`config.mk`:
```
export PLATFORM = sky130hd
export DESIGN_NAME = srp_device_flat
export DESIGN_NICKNAME = d
export VERILOG_FILES = /design/src/logic/srp_pkg.sv /design/src/logic/srp_if.sv /design/src/logic/srp_sync.sv /design/src/logic/srp_device.sv /design/src/flat_wrapper.sv
export VERILOG_INCLUDE_DIRS = /design/src /design/src/logic
export SDC_FILE = /design/constraint.sdc
export NUM_CORES = 1
export LEC_CHECK = 0
export ABC_AREA = 1
export CELL_PAD_IN_SITES_DETAIL_PLACEMENT = 1
export CELL_PAD_IN_SITES_GLOBAL_PLACEMENT = 2
export CORE_MARGIN = 1
export CORE_UTILIZATION = 38
export DETAILED_ROUTE_END_ITERATION = 16
export DONT_BUFFER_PORTS = 1
export PLACE_DENSITY_LB_ADDON = 0.1
export SYNTH_ARGS = -nofsm -noshare
export SYNTH_HDL_FRONTEND = slang
export SYNTH_SLANG_ARGS = --single-unit
```
`constraint.sdc`:
```
create_clock -name i_clk_sys -period 2.9 [get_ports i_clk_sys]
set_clock_uncertainty 0.2 [all_clocks]
set_input_delay 0.58 -clock i_clk_sys [delete_from_list [all_inputs] [get_ports i_clk_sys]]
set_output_delay 0.58 -clock i_clk_sys [all_outputs]
set_load 0.01 [all_outputs]
```
`src/logic/srp_regs.svh`:
```
// Shared constants for the serial register port and its controller
`ifndef SRP_REGS_SVH
`define SRP_REGS_SVH
`define SRP_CLK_HZ 25000000
`define SRP_POR_HOLD_MS 250
`define SRP_NUM_LOC 91
`define SRP_CFG_RST 8'h00
`define SRP_A_ID_LO 7'h00
`define SRP_A_ID_HI 7'h01
`define SRP_A_REV 7'h02
`define SRP_A_STS_SRC 7'h05
`define SRP_A_STS_OP 7'h06
`define SRP_A_FRQ_HI 7'h07
`define SRP_A_STS_SYN 7'h08
`define SRP_A_OPMODE 7'h09
`define SRP_A_FRQ_LO 7'h0C
`define SRP_A_FRQ_MID 7'h0D
`define SRP_A_CFG_FIRST 7'h10
`define SRP_A_STRAP 7'h54
`define SRP_A_MW_LO 7'h55
`define SRP_A_MW_HI 7'h56
`define SRP_A_MSK_SRC 7'h57
`define SRP_A_MSK_OP 7'h58
`define SRP_A_MSK_SYN 7'h59
`define SRP_A_IRQ_CTL 7'h5A
`define SRP_IRQ_POL_BIT 0
`define SRP_IRQ_DRV_BIT 1
`define SRP_IRQ_CTL_USED 8'h03
`define SRP_OP_CHG_BIT 7
`define SRP_SEL_LOST_BIT 0
`define SRP_SYN_BIT 7
`define SRP_RW_IDX 5'h07
`define SRP_DATA_FIRST 5'h08
`define SRP_DATA_LAST 5'h0F
`define SRP_FRAME_BITS 5'h10
`define SRP_RW_READ 1'b1
`define SRP_SCLK_HALF 8
`define SRP_H_ADDR 2'h0
`define SRP_H_WDATA 2'h1
`define SRP_H_CTRL 2'h2
`define SRP_H_RDATA 2'h3
`define SRP_H_GO_BIT 0
`define SRP_H_RD_BIT 1
`define SRP_H_SEL_BIT 2
`endif

```
`src/logic/srp_pkg.sv`:
```
// Types shared by both ends of the serial register port
`default_nettype none
package srp_pkg;
    typedef enum logic [1:0] {
        H_IDLE = 2'b00,
        H_SHIFT = 2'b01,
        H_END = 2'b10
    } srp_hst_e;
endpackage : srp_pkg
`default_nettype wire

```
`src/logic/srp_if.sv`:
```
// Serial port wires between host and device
`timescale 1ns/100ps
`default_nettype none
interface srp_if;
    logic sclk;
    logic cs_n;
    logic serial_data_in;
    logic edge_sel;
    logic sdo_o;
    logic sdo_oe;
    logic irq_o;
    logic irq_oe;
    logic sdo_line;
    logic irq_line;
    // Pull-ups resolve released pins
    assign sdo_line = sdo_oe ? sdo_o : 1'b1;
    assign irq_line = irq_oe ? irq_o : 1'b1;
    modport dev (input sclk, cs_n, serial_data_in, edge_sel,
                 output sdo_o, sdo_oe, irq_o, irq_oe);
    modport host (output sclk, cs_n, serial_data_in, edge_sel,
                  input sdo_line, irq_line);
endinterface : srp_if
`default_nettype wire

```
`src/logic/srp_sync.sv`:
```
// Two-flop synchroniser for pin inputs
`timescale 1ns/100ps
`default_nettype none
module srp_sync #(
    parameter int W = 1
) (
    input wire logic i_clk_sys, // System clock
    input wire logic i_rst_b, // Async reset, active low
    input wire logic [W-1:0] i_d, // Asynchronous input
    output logic [W-1:0] o_q // Synchronised output
);
    logic [W-1:0] meta_q;
    always_ff @(posedge i_clk_sys or negedge i_rst_b) begin
        if (!i_rst_b) begin
            meta_q <= '0;
            o_q <= '0;
        end else begin
            meta_q <= i_d;
            o_q <= meta_q;
        end
    end
endmodule : srp_sync
`default_nettype wire

```
`src/logic/srp_device.sv`:
```
// Device end: serial register port, status, interrupt pin
// Contract
// - Reset pin low resets all registers async
// - Stay in reset 250 ms after release
// - Address and data shift LSB first
// - Capture serial input on rising clock edge
// - Edge select low: rising, high: falling
// - Host samples read data on falling edge; the host samples on the rising edge when edge select is high
// - No serial clock needed while deselected
// - Ninety-one byte register locations
// - Don't care bits have no effect
// - Host programs fixed bits after reset
// - Host never writes undefined addresses
// - Multi-byte write commits only uninterrupted
// - Reading one byte freezes the others
// - Host always writes whole bytes
// - Status: write one clears, zero keeps
// - Config defaults, strap defaults, all readable
// - Status read via shadow, writes clear
// - Interrupt pin polarity and drive programmable
// - Source, state and loss events set status
// - Mask bit one enables each source
// - Pin inactive once unmasked status cleared
//
// The address-and-strobe port and the placing of the registers were chosen for this implementation.
`timescale 1ns/100ps
`default_nettype none
`include "srp_regs.svh"
module srp_device
    import srp_pkg::*;
#(
    parameter int POR_HOLD_CYC =
        `SRP_POR_HOLD_MS * (`SRP_CLK_HZ / 1000),
    parameter logic [7:0] ID_LO = 8'hA5, // Arbitrary value
    parameter logic [7:0] ID_HI = 8'h3C, // Arbitrary value
    parameter logic [7:0] REV = 8'h01 // Arbitrary value
) (
    input wire logic i_clk_sys, // System clock
    input wire logic i_rst_b, // Power-on reset, active low
    srp_if.dev lnk, // Serial port pins
    input wire logic [3:0] i_strap, // Default-setting pins
    input wire logic [7:0] i_src_valid, // Clock input valid levels
    input wire logic [2:0] i_op_state, // Operating state
    input wire logic i_sel_lost, // Selected input lost pulse
    input wire logic i_sync_alarm, // Sync alarm pulse
    input wire logic [18:0] i_freq, // Live frequency word
    output logic o_ready, // Internal reset over
    output logic [15:0] o_mw_value // Committed two-byte value
);
    localparam int HW = $clog2(POR_HOLD_CYC + 1);
    localparam logic [HW-1:0] HOLD_END = HW'(POR_HOLD_CYC - 1);

    logic [7:0] sync_out;
    logic sclk_s, cs_n_s, sdi_s, sel_s;
    logic [3:0] strap_s;
    logic [HW-1:0] hold_q;
    logic ready_q;
    logic sclk_p_q, cs_p_q;
    logic [4:0] cnt_q;
    logic [6:0] addr_q;
    logic rw_q;
    logic [7:0] wsh_q, rsh_q, rd_mux;
    logic [18:0] frz_q, fsrc;
    logic frz_v_q;
    logic [2:0] frz_seen_q;
    logic [7:0] st_src_q, st_op_q, st_syn_q;
    logic [7:0] src_p_q;
    logic [2:0] op_p_q;
    logic [7:0] mw_lo_q;
    logic mw_pend_q;
    logic [7:0] cfg_q [0:`SRP_NUM_LOC-1];
    logic rise, fall, cs_act, frame_end, in_data, out_ev, load;
    logic wr_commit;
    logic irq_pend, pol, drv;

    srp_sync #(.W(8)) u_sync (
        .i_clk_sys(i_clk_sys),
        .i_rst_b(i_rst_b),
        .i_d({i_strap, lnk.edge_sel, lnk.serial_data_in, lnk.cs_n, lnk.sclk}),
        .o_q(sync_out)
    );
    assign {strap_s, sel_s, sdi_s, cs_n_s, sclk_s} = sync_out;

    function automatic logic [7:0] w1c(input logic [7:0] st,
                                       input logic [7:0] set,
                                       input logic [7:0] clr);
        // Set wins over a clear in the same cycle
        w1c = (st & ~clr) | set;
    endfunction : w1c

    function automatic logic [7:0] clr_of(input logic [6:0] a,
                                          input logic [6:0] reg_a,
                                          input logic hit,
                                          input logic [7:0] d);
        clr_of = (hit && a == reg_a) ? d : 8'h00;
    endfunction : clr_of

    assign rise = sclk_s & ~sclk_p_q;
    assign fall = ~sclk_s & sclk_p_q;
    assign cs_act = ~cs_n_s & ready_q;
    assign frame_end = cs_p_q & ~cs_act;
    assign in_data = cnt_q >= `SRP_DATA_FIRST && cnt_q <= `SRP_DATA_LAST;
    // Same count window serves both edges: falling follows its rise
    assign out_ev = cs_act && rw_q == `SRP_RW_READ && in_data &&
                    (sel_s ? fall : rise);
    assign load = cs_act && rise && cnt_q == `SRP_RW_IDX;
    assign wr_commit = frame_end && cnt_q == `SRP_FRAME_BITS &&
                       rw_q != `SRP_RW_READ;
    assign fsrc = frz_v_q ? frz_q : i_freq;

    // Internal reset stretch after the reset pin rises
    always_ff @(posedge i_clk_sys or negedge i_rst_b) begin
        if (!i_rst_b) begin
            hold_q <= '0;
            ready_q <= 1'b0;
        end else if (!ready_q) begin
            hold_q <= hold_q + 1'b1;
            ready_q <= hold_q == HOLD_END;
        end
    end
    assign o_ready = ready_q;

    always_ff @(posedge i_clk_sys or negedge i_rst_b) begin
        if (!i_rst_b) begin
            sclk_p_q <= 1'b0;
            cs_p_q <= 1'b0;
        end else begin
            sclk_p_q <= sclk_s;
            cs_p_q <= cs_act;
        end
    end

    // Frame shifter; idles on chip select alone, no clock needed
    always_ff @(posedge i_clk_sys or negedge i_rst_b) begin
        if (!i_rst_b) begin
            cnt_q <= '0;
            addr_q <= '0;
            rw_q <= 1'b0;
            wsh_q <= '0;
        end else if (!cs_act) begin
            cnt_q <= '0;
        end else if (rise && cnt_q != `SRP_FRAME_BITS) begin
            cnt_q <= cnt_q + 1'b1;
            if (cnt_q < `SRP_RW_IDX) begin
                addr_q <= {sdi_s, addr_q[6:1]};
            end else if (cnt_q == `SRP_RW_IDX) begin
                rw_q <= sdi_s;
            end else begin
                wsh_q <= {sdi_s, wsh_q[7:1]};
            end
        end
    end

    // Read byte is snapshotted at the read/write bit: shadow copy
    always_comb begin
        unique case (addr_q)
            `SRP_A_ID_LO: rd_mux = ID_LO;
            `SRP_A_ID_HI: rd_mux = ID_HI;
            `SRP_A_REV: rd_mux = REV;
            `SRP_A_STS_SRC: rd_mux = st_src_q;
            `SRP_A_STS_OP: rd_mux = st_op_q;
            `SRP_A_STS_SYN: rd_mux = st_syn_q;
            `SRP_A_OPMODE: rd_mux = {5'h00, i_op_state};
            `SRP_A_FRQ_LO: rd_mux = fsrc[7:0];
            `SRP_A_FRQ_MID: rd_mux = fsrc[15:8];
            `SRP_A_FRQ_HI: rd_mux = {5'h00, fsrc[18:16]};
            default: rd_mux = (addr_q < 7'(`SRP_NUM_LOC)) ?
                              cfg_q[addr_q] : 8'h00;
        endcase
    end

    always_ff @(posedge i_clk_sys or negedge i_rst_b) begin
        if (!i_rst_b) begin
            rsh_q <= '0;
        end else if (load) begin
            rsh_q <= rd_mux;
        end else if (out_ev) begin
            rsh_q <= {1'b0, rsh_q[7:1]};
        end
    end

    always_ff @(posedge i_clk_sys or negedge i_rst_b) begin
        if (!i_rst_b) begin
            lnk.sdo_o <= 1'b0;
            lnk.sdo_oe <= 1'b0;
        end else if (!cs_act) begin
            lnk.sdo_o <= 1'b0;
            lnk.sdo_oe <= 1'b0;
        end else if (out_ev) begin
            lnk.sdo_o <= rsh_q[0];
            lnk.sdo_oe <= 1'b1;
        end
    end

    // Frequency word freeze across its three bytes
    always_ff @(posedge i_clk_sys or negedge i_rst_b) begin
        if (!i_rst_b) begin
            frz_q <= '0;
            frz_v_q <= 1'b0;
            frz_seen_q <= '0;
        end else if (load) begin
            if (sdi_s == `SRP_RW_READ &&
                (addr_q == `SRP_A_FRQ_LO || addr_q == `SRP_A_FRQ_MID ||
                 addr_q == `SRP_A_FRQ_HI)) begin
                logic [2:0] seen;
                seen = (frz_v_q ? frz_seen_q : 3'h0) |
                       {addr_q == `SRP_A_FRQ_HI,
                        addr_q == `SRP_A_FRQ_MID,
                        addr_q == `SRP_A_FRQ_LO};
                if (!frz_v_q) begin
                    frz_q <= i_freq;
                end
                frz_v_q <= seen != 3'h7;
                frz_seen_q <= seen;
            end else begin
                frz_v_q <= 1'b0;
            end
        end
    end

    // Sticky interrupt status, cleared by writing ones
    always_ff @(posedge i_clk_sys or negedge i_rst_b) begin
        if (!i_rst_b) begin
            st_src_q <= '0;
            st_op_q <= '0;
            st_syn_q <= '0;
            src_p_q <= '0;
            op_p_q <= '0;
        end else if (!ready_q) begin
            st_src_q <= '0;
            st_op_q <= '0;
            st_syn_q <= '0;
            src_p_q <= i_src_valid;
            op_p_q <= i_op_state;
        end else begin
            src_p_q <= i_src_valid;
            op_p_q <= i_op_state;
            st_src_q <= w1c(st_src_q, i_src_valid ^ src_p_q,
                clr_of(addr_q, `SRP_A_STS_SRC, wr_commit,
                       wsh_q));
            st_op_q <= w1c(st_op_q,
                {op_p_q != i_op_state, 6'h00, i_sel_lost},
                clr_of(addr_q, `SRP_A_STS_OP, wr_commit,
                       wsh_q));
            st_syn_q <= w1c(st_syn_q, {i_sync_alarm, 7'h00},
                clr_of(addr_q, `SRP_A_STS_SYN, wr_commit,
                       wsh_q));
        end
    end

    // Configuration store with uninterrupted two-byte commit
    always_ff @(posedge i_clk_sys or negedge i_rst_b) begin
        if (!i_rst_b) begin
            for (int i = 0; i < `SRP_NUM_LOC; i++) begin
                cfg_q[i] <= `SRP_CFG_RST;
            end
            mw_lo_q <= '0;
            mw_pend_q <= 1'b0;
        end else if (!ready_q) begin
            cfg_q[`SRP_A_STRAP] <= {4'h0, strap_s};
        end else if (frame_end) begin
            mw_pend_q <= wr_commit && addr_q == `SRP_A_MW_LO;
            if (wr_commit && addr_q == `SRP_A_MW_LO) begin
                mw_lo_q <= wsh_q;
            end else if (wr_commit && addr_q == `SRP_A_MW_HI) begin
                if (mw_pend_q) begin
                    cfg_q[`SRP_A_MW_LO] <= mw_lo_q;
                    cfg_q[`SRP_A_MW_HI] <= wsh_q;
                end
            end else if (wr_commit && addr_q == `SRP_A_IRQ_CTL) begin
                cfg_q[addr_q] <= wsh_q & `SRP_IRQ_CTL_USED;
            end else if (wr_commit && addr_q >= `SRP_A_CFG_FIRST &&
                         addr_q < 7'(`SRP_NUM_LOC)) begin
                cfg_q[addr_q] <= wsh_q;
            end
        end
    end
    assign o_mw_value = {cfg_q[`SRP_A_MW_HI], cfg_q[`SRP_A_MW_LO]};

    assign irq_pend = |(st_src_q & cfg_q[`SRP_A_MSK_SRC]) |
                      |(st_op_q & cfg_q[`SRP_A_MSK_OP]) |
                      |(st_syn_q & cfg_q[`SRP_A_MSK_SYN]);
    assign pol = cfg_q[`SRP_A_IRQ_CTL][`SRP_IRQ_POL_BIT];
    assign drv = cfg_q[`SRP_A_IRQ_CTL][`SRP_IRQ_DRV_BIT];

    always_ff @(posedge i_clk_sys or negedge i_rst_b) begin
        if (!i_rst_b) begin
            lnk.irq_o <= 1'b0;
            lnk.irq_oe <= 1'b0;
        end else if (irq_pend) begin
            lnk.irq_o <= pol;
            lnk.irq_oe <= 1'b1;
        end else begin
            lnk.irq_o <= ~pol;
            lnk.irq_oe <= drv;
        end
    end
endmodule : srp_device
`default_nettype wire

```
`src/flat_wrapper.sv`:
```
// flat-port wrapper written by rule: the top's interface ports become plain ports
module srp_device_flat import srp_pkg::*;
#(
    parameter int POR_HOLD_CYC =
        `SRP_POR_HOLD_MS * (`SRP_CLK_HZ / 1000),
    parameter logic [7:0] ID_LO = 8'hA5,                   
    parameter logic [7:0] ID_HI = 8'h3C,                   
    parameter logic [7:0] REV = 8'h01                   
)
  (i_clk_sys, i_rst_b, i_strap, i_src_valid, i_op_state, i_sel_lost, i_sync_alarm, i_freq, o_ready, o_mw_value, lnk_sclk, lnk_cs_n, lnk_serial_data_in, lnk_edge_sel, lnk_sdo_o, lnk_sdo_oe, lnk_irq_o, lnk_irq_oe);
  srp_if lnk_i ();
  input wire logic i_clk_sys;
  input wire logic i_rst_b;
  input wire logic [3:0] i_strap;
  input wire logic [7:0] i_src_valid;
  input wire logic [2:0] i_op_state;
  input wire logic i_sel_lost;
  input wire logic i_sync_alarm;
  input wire logic [18:0] i_freq;
  output logic o_ready;
  output logic [15:0] o_mw_value;
  input wire logic [$bits(lnk_i.sclk)-1:0] lnk_sclk;
  input wire logic [$bits(lnk_i.cs_n)-1:0] lnk_cs_n;
  input wire logic [$bits(lnk_i.serial_data_in)-1:0] lnk_serial_data_in;
  input wire logic [$bits(lnk_i.edge_sel)-1:0] lnk_edge_sel;
  output wire logic [$bits(lnk_i.sdo_o)-1:0] lnk_sdo_o;
  output wire logic [$bits(lnk_i.sdo_oe)-1:0] lnk_sdo_oe;
  output wire logic [$bits(lnk_i.irq_o)-1:0] lnk_irq_o;
  output wire logic [$bits(lnk_i.irq_oe)-1:0] lnk_irq_oe;
  assign lnk_i.sclk = lnk_sclk;
  assign lnk_i.cs_n = lnk_cs_n;
  assign lnk_i.serial_data_in = lnk_serial_data_in;
  assign lnk_i.edge_sel = lnk_edge_sel;
  assign lnk_sdo_o = lnk_i.sdo_o;
  assign lnk_sdo_oe = lnk_i.sdo_oe;
  assign lnk_irq_o = lnk_i.irq_o;
  assign lnk_irq_oe = lnk_i.irq_oe;
  srp_device #(.POR_HOLD_CYC(POR_HOLD_CYC), .ID_LO(ID_LO), .ID_HI(ID_HI), .REV(REV)) u_core (.i_clk_sys(i_clk_sys), .i_rst_b(i_rst_b), .lnk(lnk_i), .i_strap(i_strap), .i_src_valid(i_src_valid), .i_op_state(i_op_state), .i_sel_lost(i_sel_lost), .i_sync_alarm(i_sync_alarm), .i_freq(i_freq), .o_ready(o_ready), .o_mw_value(o_mw_value));
endmodule
```
==> impl_metrics.env, run 1 <==
export IMPL_multi_input_area_mm2=0.0170
export IMPL_min_path_type="in -> async"
export IMPL_diodes=0
export IMPL_clkTransAtPathRegs_ps=60
export IMPL_clock_latency_ps=690
export IMPL_clock_fmax_mhz=347
export IMPL_grt_ovfl_total=0
export IMPL_reg2regPathDepth=12
export IMPL_grt_max_degree=871
export IMPL_ys_seq_area_frac=0.525
export IMPL_startpoint="u_core.addr_q[0]$_DFFE_PN0P_"
export IMPL_dpl_cell_area_mm2=0.0446
export IMPL_totalPowerFinal_mw=25.4
export IMPL_dr_pass1_iters=5
export IMPL_area_delta_synth_final_pct=17.3
export IMPL_ioPinCount=63
export IMPL_leakagePower_nw=24.8
export IMPL_rsz0062_at_grt="true"
export IMPL_antenna_found_initial=1
export IMPL_grt_use_total=0.275
export IMPL_violations="negative hold slack"
export IMPL_path_class="reg -> reg"
export IMPL_port_buffers=0
export IMPL_avgRoutedWirePerCell_um=21.8
export IMPL_design_area_mm2=0.0487
export IMPL_end_kind="flop"
export IMPL_dp_cells=6734
export IMPL_hold_viol=216
export IMPL_syn_num_nets=5492
export IMPL_ctsLongestPathBuffers=3
export IMPL_n_fill_cell=12988
export IMPL_fin_util=0.452
export IMPL_final_net_count=5543
export IMPL_finalSetupTns_ps=0
export IMPL_routed_via_density=5.16
export IMPL_maxCapViolCount=0
export IMPL_gp_congestion=0.853
export IMPL_rows=120
export IMPL_timing_slew_headroom=0.184
export IMPL_drt_total_wl_um=152000
export IMPL_crit_path_frequent_cell="nand2_1"
export IMPL_synth_distinct_cells=45
export IMPL_seq_area_mm2=0.0218
export IMPL_whs_ps=-613
export IMPL_yosysWarnings=0
export IMPL_design_core_area_mm2=0.108
export IMPL_grt_pass1_wl_um=234000
export IMPL_cts_root_buf="clkbuf_16"
export IMPL_cts_tree="built"
export IMPL_vdd_drop_max_uv=426
export IMPL_design_die_area_mm2=0.111
export IMPL_synthCells=5446
export IMPL_timing_final_crit_share=0.993
export IMPL_p_per_area_mw_per_mm2=521
export IMPL_fp_dieH_um=332
export IMPL_tightest_slew_ps=1220
export IMPL_drc=0
export IMPL_ant_nets=0
export IMPL_synth_seq_cells=870
export IMPL_numCtsBuffers=103
export IMPL_rr_startpoint="u_core.addr_q[0]$_DFFE_PN0P_"
export IMPL_max_stage_delay_ps=530
export IMPL_cts_max_level=3
export IMPL_cp_required_ps=3330
export IMPL_drive_above_1_share=0.106
export IMPL_start_util=0.385
export IMPL_worstPathMaxFanout=8
export IMPL_dpl_hpwl_um=99200
export IMPL_avgSynthCellArea_um2=7.62
export IMPL_syn_area_mm2=0.0415
export IMPL_setup_viol=0
export IMPL_first_global_vias=37434
export IMPL_cp_arrival_ps=3310
export IMPL_vias=36000
export IMPL_startpoint_type="flop"
export IMPL_drtIter0Drc=2598
export IMPL_cp_cell_sequence="inv_6 > nand2_1 > buf_4 > o21ai_0 > nor2_1 > nor2_1 > nor2_1 > nand2_1 > nand3_1 > nand4_1 > nand2_1 > nand2_1"
export IMPL_die_width_um=332
export IMPL_period_needed_ps=2880
export IMPL_crit_slowest_cell="dfrtp_4"
export IMPL_finalMaxSlewViolations=0
export IMPL_status="finished with violations"
export IMPL_stdcell_count=6977
export IMPL_cts_num_sinks=870
export IMPL_holdBufCountCts=39
==> kinds of logic (layout without fill, tap and decap cells) <==
logic type / count (synthesis) / in the layout / synth area share
multiplexers: 6 / 6 / 0.00145
flip-flops: 870 / 870 / 0.525
buffers and inverters: 721 / 849 / 0.0705
adder cells (fa/ha/maj): 4 / 4 / 0.00121
XOR/XNOR: 35 / 35 / 0.00739
AO/OA/AOI/OAI: 641 / 641 / 0.0883
AND/OR/NAND/NOR: 3169 / 3169 / 0.306
==> worst max-delay path: cells and delay by family (launching register included) <==
kind	cells	cell delay [ps]
flip-flops	1	530
AND/OR/NAND/NOR	9	1390
buffers and inverters	2	380
AO/OA/AOI/OAI	1	330
==> path summary, 6_finish.rpt <==
kind	slack, ps	endpoint
max	20	u_core.rsh_q[7]$_DFFE_PN0P_
min reg2reg	150	u_core.u_sync.o_q[7]$_DFF_PN0_
min	-610	u_core.cfg_q[707]$_DFFE_PN0P_
max in group asynchronous	370	u_core.wsh_q[3]$_DFFE_PN0P_
max reg2reg	20	u_core.rsh_q[7]$_DFFE_PN0P_
min in group i_clk_sys	30	u_core.frz_q[6]$_DFFE_PN0P_
==> per-layer routing <==
metal / up-vias / global-route usage / routed length [um]
li1: 17049 / - / -
met1: 18185 / 0.391 / 72500
met2: 571 / 0.449 / 71000
met3: 195 / 0.0293 / 5010
met4: 0 / 0.0684 / 3670
met5: - / 0 / 0
==> power by group <==
group	total (mW)	internal, mW	switching, mW
clock	12.8	7.45	5.38
combinational	0.365	0.0740	0.291
sequential	12.2	12.2	0.0130
==> timing repair <==
item | CTS | global route
cloned | 0 | 5
resized for setup | 1 | 40
endpoints found under the hold margin | 918 | 172
endpoints found under the setup margin | 4 | 251
setup buffers | 0 | 13
pin swaps | 0 | 4
==> per-stage QoR <==
stage                     setup WS [ps]  hold WS, ps
after CTS                          2.76         -603
final                              20.3         -613
after detailed placement           16.1          137
after global placement             28.5          135
after floorplan                     405         84.4
after global routing              -44.2         -652
==> cell usage after synthesis <==
library cell  number  area share
o211ai_1          14      0.0025
xor2_1            18      0.0038
a211oi_1           1     0.00018
nor2_8             1     0.00048
nand2_2           23      0.0035
nand3_2            1     0.00024
nor4_2             1     0.00030
inv_4              2     0.00030
buf_1             14      0.0013
a41oi_1            1     0.00021
nor2_4            16      0.0043
o22ai_1            9      0.0014
buf_6              4      0.0011
nand2_1         2473        0.22
nor3_1            10      0.0012
inv_2             13      0.0012
nand3_1          332       0.040
buf_8              1     0.00036
a21o_1             1     0.00018
nor3_2             2     0.00048
nand4_1           20      0.0030
buf_2             48      0.0058
xnor2_1           17      0.0036
dfrtp_1          870        0.52
nand2_4           10      0.0027
o21ai_0          344       0.041
a22oi_1           11      0.0020
nor2_1           266       0.024
or2_2              1     0.00015
a221oi_1           6      0.0013
o21ai_1           61      0.0074
o21a_1           135       0.024
clkbuf_1         323       0.029
o2111ai_1          1     0.00021
nor2_2             7      0.0011
a31oi_1            2     0.00030
inv_1            279       0.025
nand2_8            1     0.00048
a21oi_1           53      0.0064
ha_1               4      0.0012
buf_4             30      0.0054
clkinv_1           7     0.00063
a22o_1             2     0.00042
nor4_1             5     0.00075
mux2i_1            6      0.0014
==> cell usage in the layout, fill, tap and decap left out, types with 39 or more instances in the layout <==
cell           instances
buf_12                54
nor2_1               248
a21oi_1               53
o21ai_0              341
inv_1                276
o21ai_1               64
buf_4                255
dfrtp_1              862
nand3_1              331
o21a_1               135
nand2_1             2468
dlygate4sd3_1         39
clkbuf_16            109
==> registers in the layout, indices dropped and copies added, names as in the netlist, 3 cells and up <==
signal / cells
u_core.frz_q: 19
u_core.op_p_q: 3
u_core.src_p_q: 8
u_core.o_mw_value: 16
u_core.cnt_q: 5
u_core.wsh_q: 8
u_core.st_op_q: 8
u_core.cfg_q: 712
u_core.mw_lo_q: 8
u_core.hold_q: 23
u_core.u_sync.o_q: 8
u_core.frz_seen_q: 3
u_core.st_src_q: 8
u_core.addr_q: 7
u_core.u_sync.meta_q: 8
u_core.rsh_q: 8
u_core.st_syn_q: 8
==> cell type report <==
cell class,instances,area share
sequential,870,0.448
multi-input combinational,3855,0.348
timing repair buffer,366,0.0777
clock buffer,155,0.0617
tap,1403,0.0361
inverter,301,0.0236
clock inverter,27,0.00519
Power figures use the tool's default switching activity.
==> run 2: changes to the inputs <==
--- a/config.mk
+++ b/config.mk
@@ -11,8 +11,10 @@
 export CELL_PAD_IN_SITES_GLOBAL_PLACEMENT = 2
 export CORE_MARGIN = 1
 export CORE_UTILIZATION = 38
+export CTS_CLUSTER_DIAMETER = 60
 export DETAILED_ROUTE_END_ITERATION = 16
 export DONT_BUFFER_PORTS = 1
+export HOLD_SLACK_MARGIN = 0.02
 export PLACE_DENSITY_LB_ADDON = 0.1
 export SYNTH_ARGS = -nofsm -noshare
 export SYNTH_HDL_FRONTEND = slang
==> constraint.sdc (replaced) <==
create_clock -name i_clk_sys -period 2.9 [get_ports i_clk_sys]
set_clock_uncertainty 0.2 [all_clocks]
set_input_delay 0.58 -clock i_clk_sys [delete_from_list [all_inputs] [get_ports i_clk_sys]]
set_output_delay 0.58 -clock i_clk_sys [all_outputs]
set_load 0.05 [all_outputs]
==> run 2 against run 1 <==
Effect of this change:
- the run now ends clean
- die area unchanged
- non-clock buffer count increased by 6
- worst hold slack better by 760 ps
- clock power rose by 7%
- final cell count grew 0.21%
- maximum frequency increased by 2.2%
- first-iteration DRC count is 1.6% lower
- combinational power increased by 4%
- critical path depth grew 3
- register-to-register slack improved by 60 ps
- via count grew 0.20%
- largest power group unchanged
- final area up 0.69%
==> impl_metrics.env, run 2 (synthesis results as in run 1) <==
export IMPL_antenna_found_initial=1
export IMPL_dp_cells=6743
export IMPL_avgRoutedWirePerCell_um=21.7
export IMPL_vias=36071
export IMPL_cts_tree="built"
export IMPL_gp_congestion=0.847
export IMPL_design_core_area_mm2=0.108
export IMPL_max_stage_delay_ps=560
export IMPL_cp_arrival_ps=3230
export IMPL_clock_latency_ps=720
export IMPL_drt_total_wl_um=152000
export IMPL_startpoint_type="flop"
export IMPL_cts_max_level=3
export IMPL_final_net_count=5552
export IMPL_crit_slowest_cell="dfrtp_4"
export IMPL_clock_fmax_mhz=355
export IMPL_largest_register_ff_count=712
export IMPL_area_delta_synth_final_pct=18.1
export IMPL_end_kind="flop"
export IMPL_maxCapViolCount=0
export IMPL_cp_required_ps=3310
export IMPL_drtIter0Drc=2557
export IMPL_status="finished clean"
export IMPL_grt_max_degree=871
export IMPL_dpl_hpwl_um=98400
export IMPL_port_buffers=0
export IMPL_ant_nets=0
export IMPL_dr_pass1_iters=5
export IMPL_design_die_area_mm2=0.111
export IMPL_fp_dieH_um=332
export IMPL_ioPinCount=63
export IMPL_path_class="reg -> reg"
export IMPL_grt_pass1_wl_um=234000
export IMPL_worstPathMaxFanout=42
export IMPL_finalMaxSlewViolations=0
export IMPL_period_needed_ps=2820
export IMPL_final_cell_mix="2469 x nand2_1, 862 x dfrtp_1, 344 x o21ai_0"
export IMPL_start_util=0.385
export IMPL_crit_family="simple AND/OR/NAND/NOR gates"
export IMPL_crit_path_frequent_cell="nand2_1"
export IMPL_tightest_slew_ps=1050
export IMPL_reg_top3="u_core.cfg_q (712), u_core.hold_q (23), u_core.frz_q (19)"
export IMPL_rows=120
export IMPL_stdcell_count=6992
export IMPL_hold_viol=0
export IMPL_p_per_area_mw_per_mm2=536
export IMPL_drc=0
export IMPL_cp_cell_sequence="inv_6 > buf_16 > nand2_1 > nor2_1 > buf_4 > nand2_1 > nand2_1 > nor3_1 > nand2_1 > nor2_1 > buf_4 > nand2_1 > nand2_1 > nand2_1 > nand2_1"
export IMPL_clkTransAtPathRegs_ps=60
export IMPL_cts_num_sinks=870
export IMPL_drive_above_1_share=0.109
export IMPL_n_fill_cell=12966
export IMPL_grt_use_total=0.276
export IMPL_leakagePower_nw=24.9
export IMPL_dpl_cell_area_mm2=0.0446
export IMPL_vdd_drop_max_uv=453
export IMPL_design_area_mm2=0.0490
export IMPL_die_width_um=332
export IMPL_timing_final_crit_share=0.971
export IMPL_grt_ovfl_total=0
export IMPL_timing_slew_headroom=0.297
export IMPL_ctsLongestPathBuffers=3
export IMPL_min_path_type="reg -> reg"
export IMPL_routed_via_density=5.16
export IMPL_rsz0062_at_grt="true"
export IMPL_cts_root_buf="clkbuf_16"
export IMPL_crit_buf_inv=4
export IMPL_first_global_vias=37228
export IMPL_numCtsBuffers=105
export IMPL_regMostFlops="u_core.cfg_q"
export IMPL_setup_viol=0
export IMPL_final_common_cell="nand2_1"
-- run 2: final cells by class --
type                       instances  area [um2]  share of cell area
sequential                       870       21800               0.444
multi-input combinational       3855       16900               0.345
timing repair buffer             372        3820              0.0780
clock buffer                     148        3030              0.0618
tap                             1403        1760              0.0358
inverter                         301        1160              0.0236
clock inverter                    40         528              0.0108
timing repair inverter             1        7.51            0.000153
antenna                            2        5.00            0.000102
-- run 2: timing repair --
action                                  in CTS  in global routing
hold buffers                                40                  3
hold endpoints to repair                   919                377
endpoints found under the setup margin       5                221
pin swaps                                    0                  4
resized for setup                            2                 34
gates cloned                                 0                  4
setup buffers                                0                  7
-- run 2: path summary, 6_finish.rpt --
| kind | slack, ps | depth (start not counted) | end | start |
|---|---|---|---|---|
| worst max register to register | 80 | 15 | u_core.rsh_q[6]$_DFFE_PN0P_ | u_core.addr_q[0]$_DFFE_PN0P_ |
| max in group asynchronous | 340 | 4 | u_core.wsh_q[6]$_DFFE_PN0P_ | i_rst_b |
| worst min register to register | 150 | 0 | u_core.u_sync.o_q[2]$_DFF_PN0_ | u_core.u_sync.meta_q[2]$_DFF_PN0_ |
| min in group asynchronous | 320 | 3 | u_core.cfg_q[611]$_DFFE_PN0P_ | i_rst_b |
| worst min-delay path | 150 | 0 | u_core.u_sync.o_q[2]$_DFF_PN0_ | u_core.u_sync.meta_q[2]$_DFF_PN0_ |
| worst max-delay path | 80 | 15 | u_core.rsh_q[6]$_DFFE_PN0P_ | u_core.addr_q[0]$_DFFE_PN0P_ |
-- run 2: power by group --
group	switching, mW	total [mW]	internal, mW
registers	0.0135	12.2	12.2
logic	0.297	0.380	0.0834
clock network	5.56	13.7	8.16
total	5.87	26.3	20.4
-- run 2: routing by layer --
metal  vias up  track usage  share of wire
met1     18121        0.386           0.47
met4         0       0.0723          0.026
met3       220       0.0355          0.038
met5         -            0              0
li1      17088            -              -
met2       642        0.451           0.47
-- run 2: per-stage QoR --
stage / hold slack, ps / setup slack, ps / utilization / setup TNS (ps) / total power, mW
6_report: 149 / 83.1 / 0.455 / 0 / 26.3
5_1_grt: 153 / -35.6 / 0.455 / -83.2 / 27.0
4_1_cts: -618 / -13.7 / 0.451 / -20.0 / 26.3
3_5_place_dp: 138 / 3.25 / 0.414 / 0 / 12.4
3_3_place_gp: 134 / 8.50 / 0.414 / 0 / 12.4
2_1_floorplan: 84.4 / 134 / - / 0 / 12.4
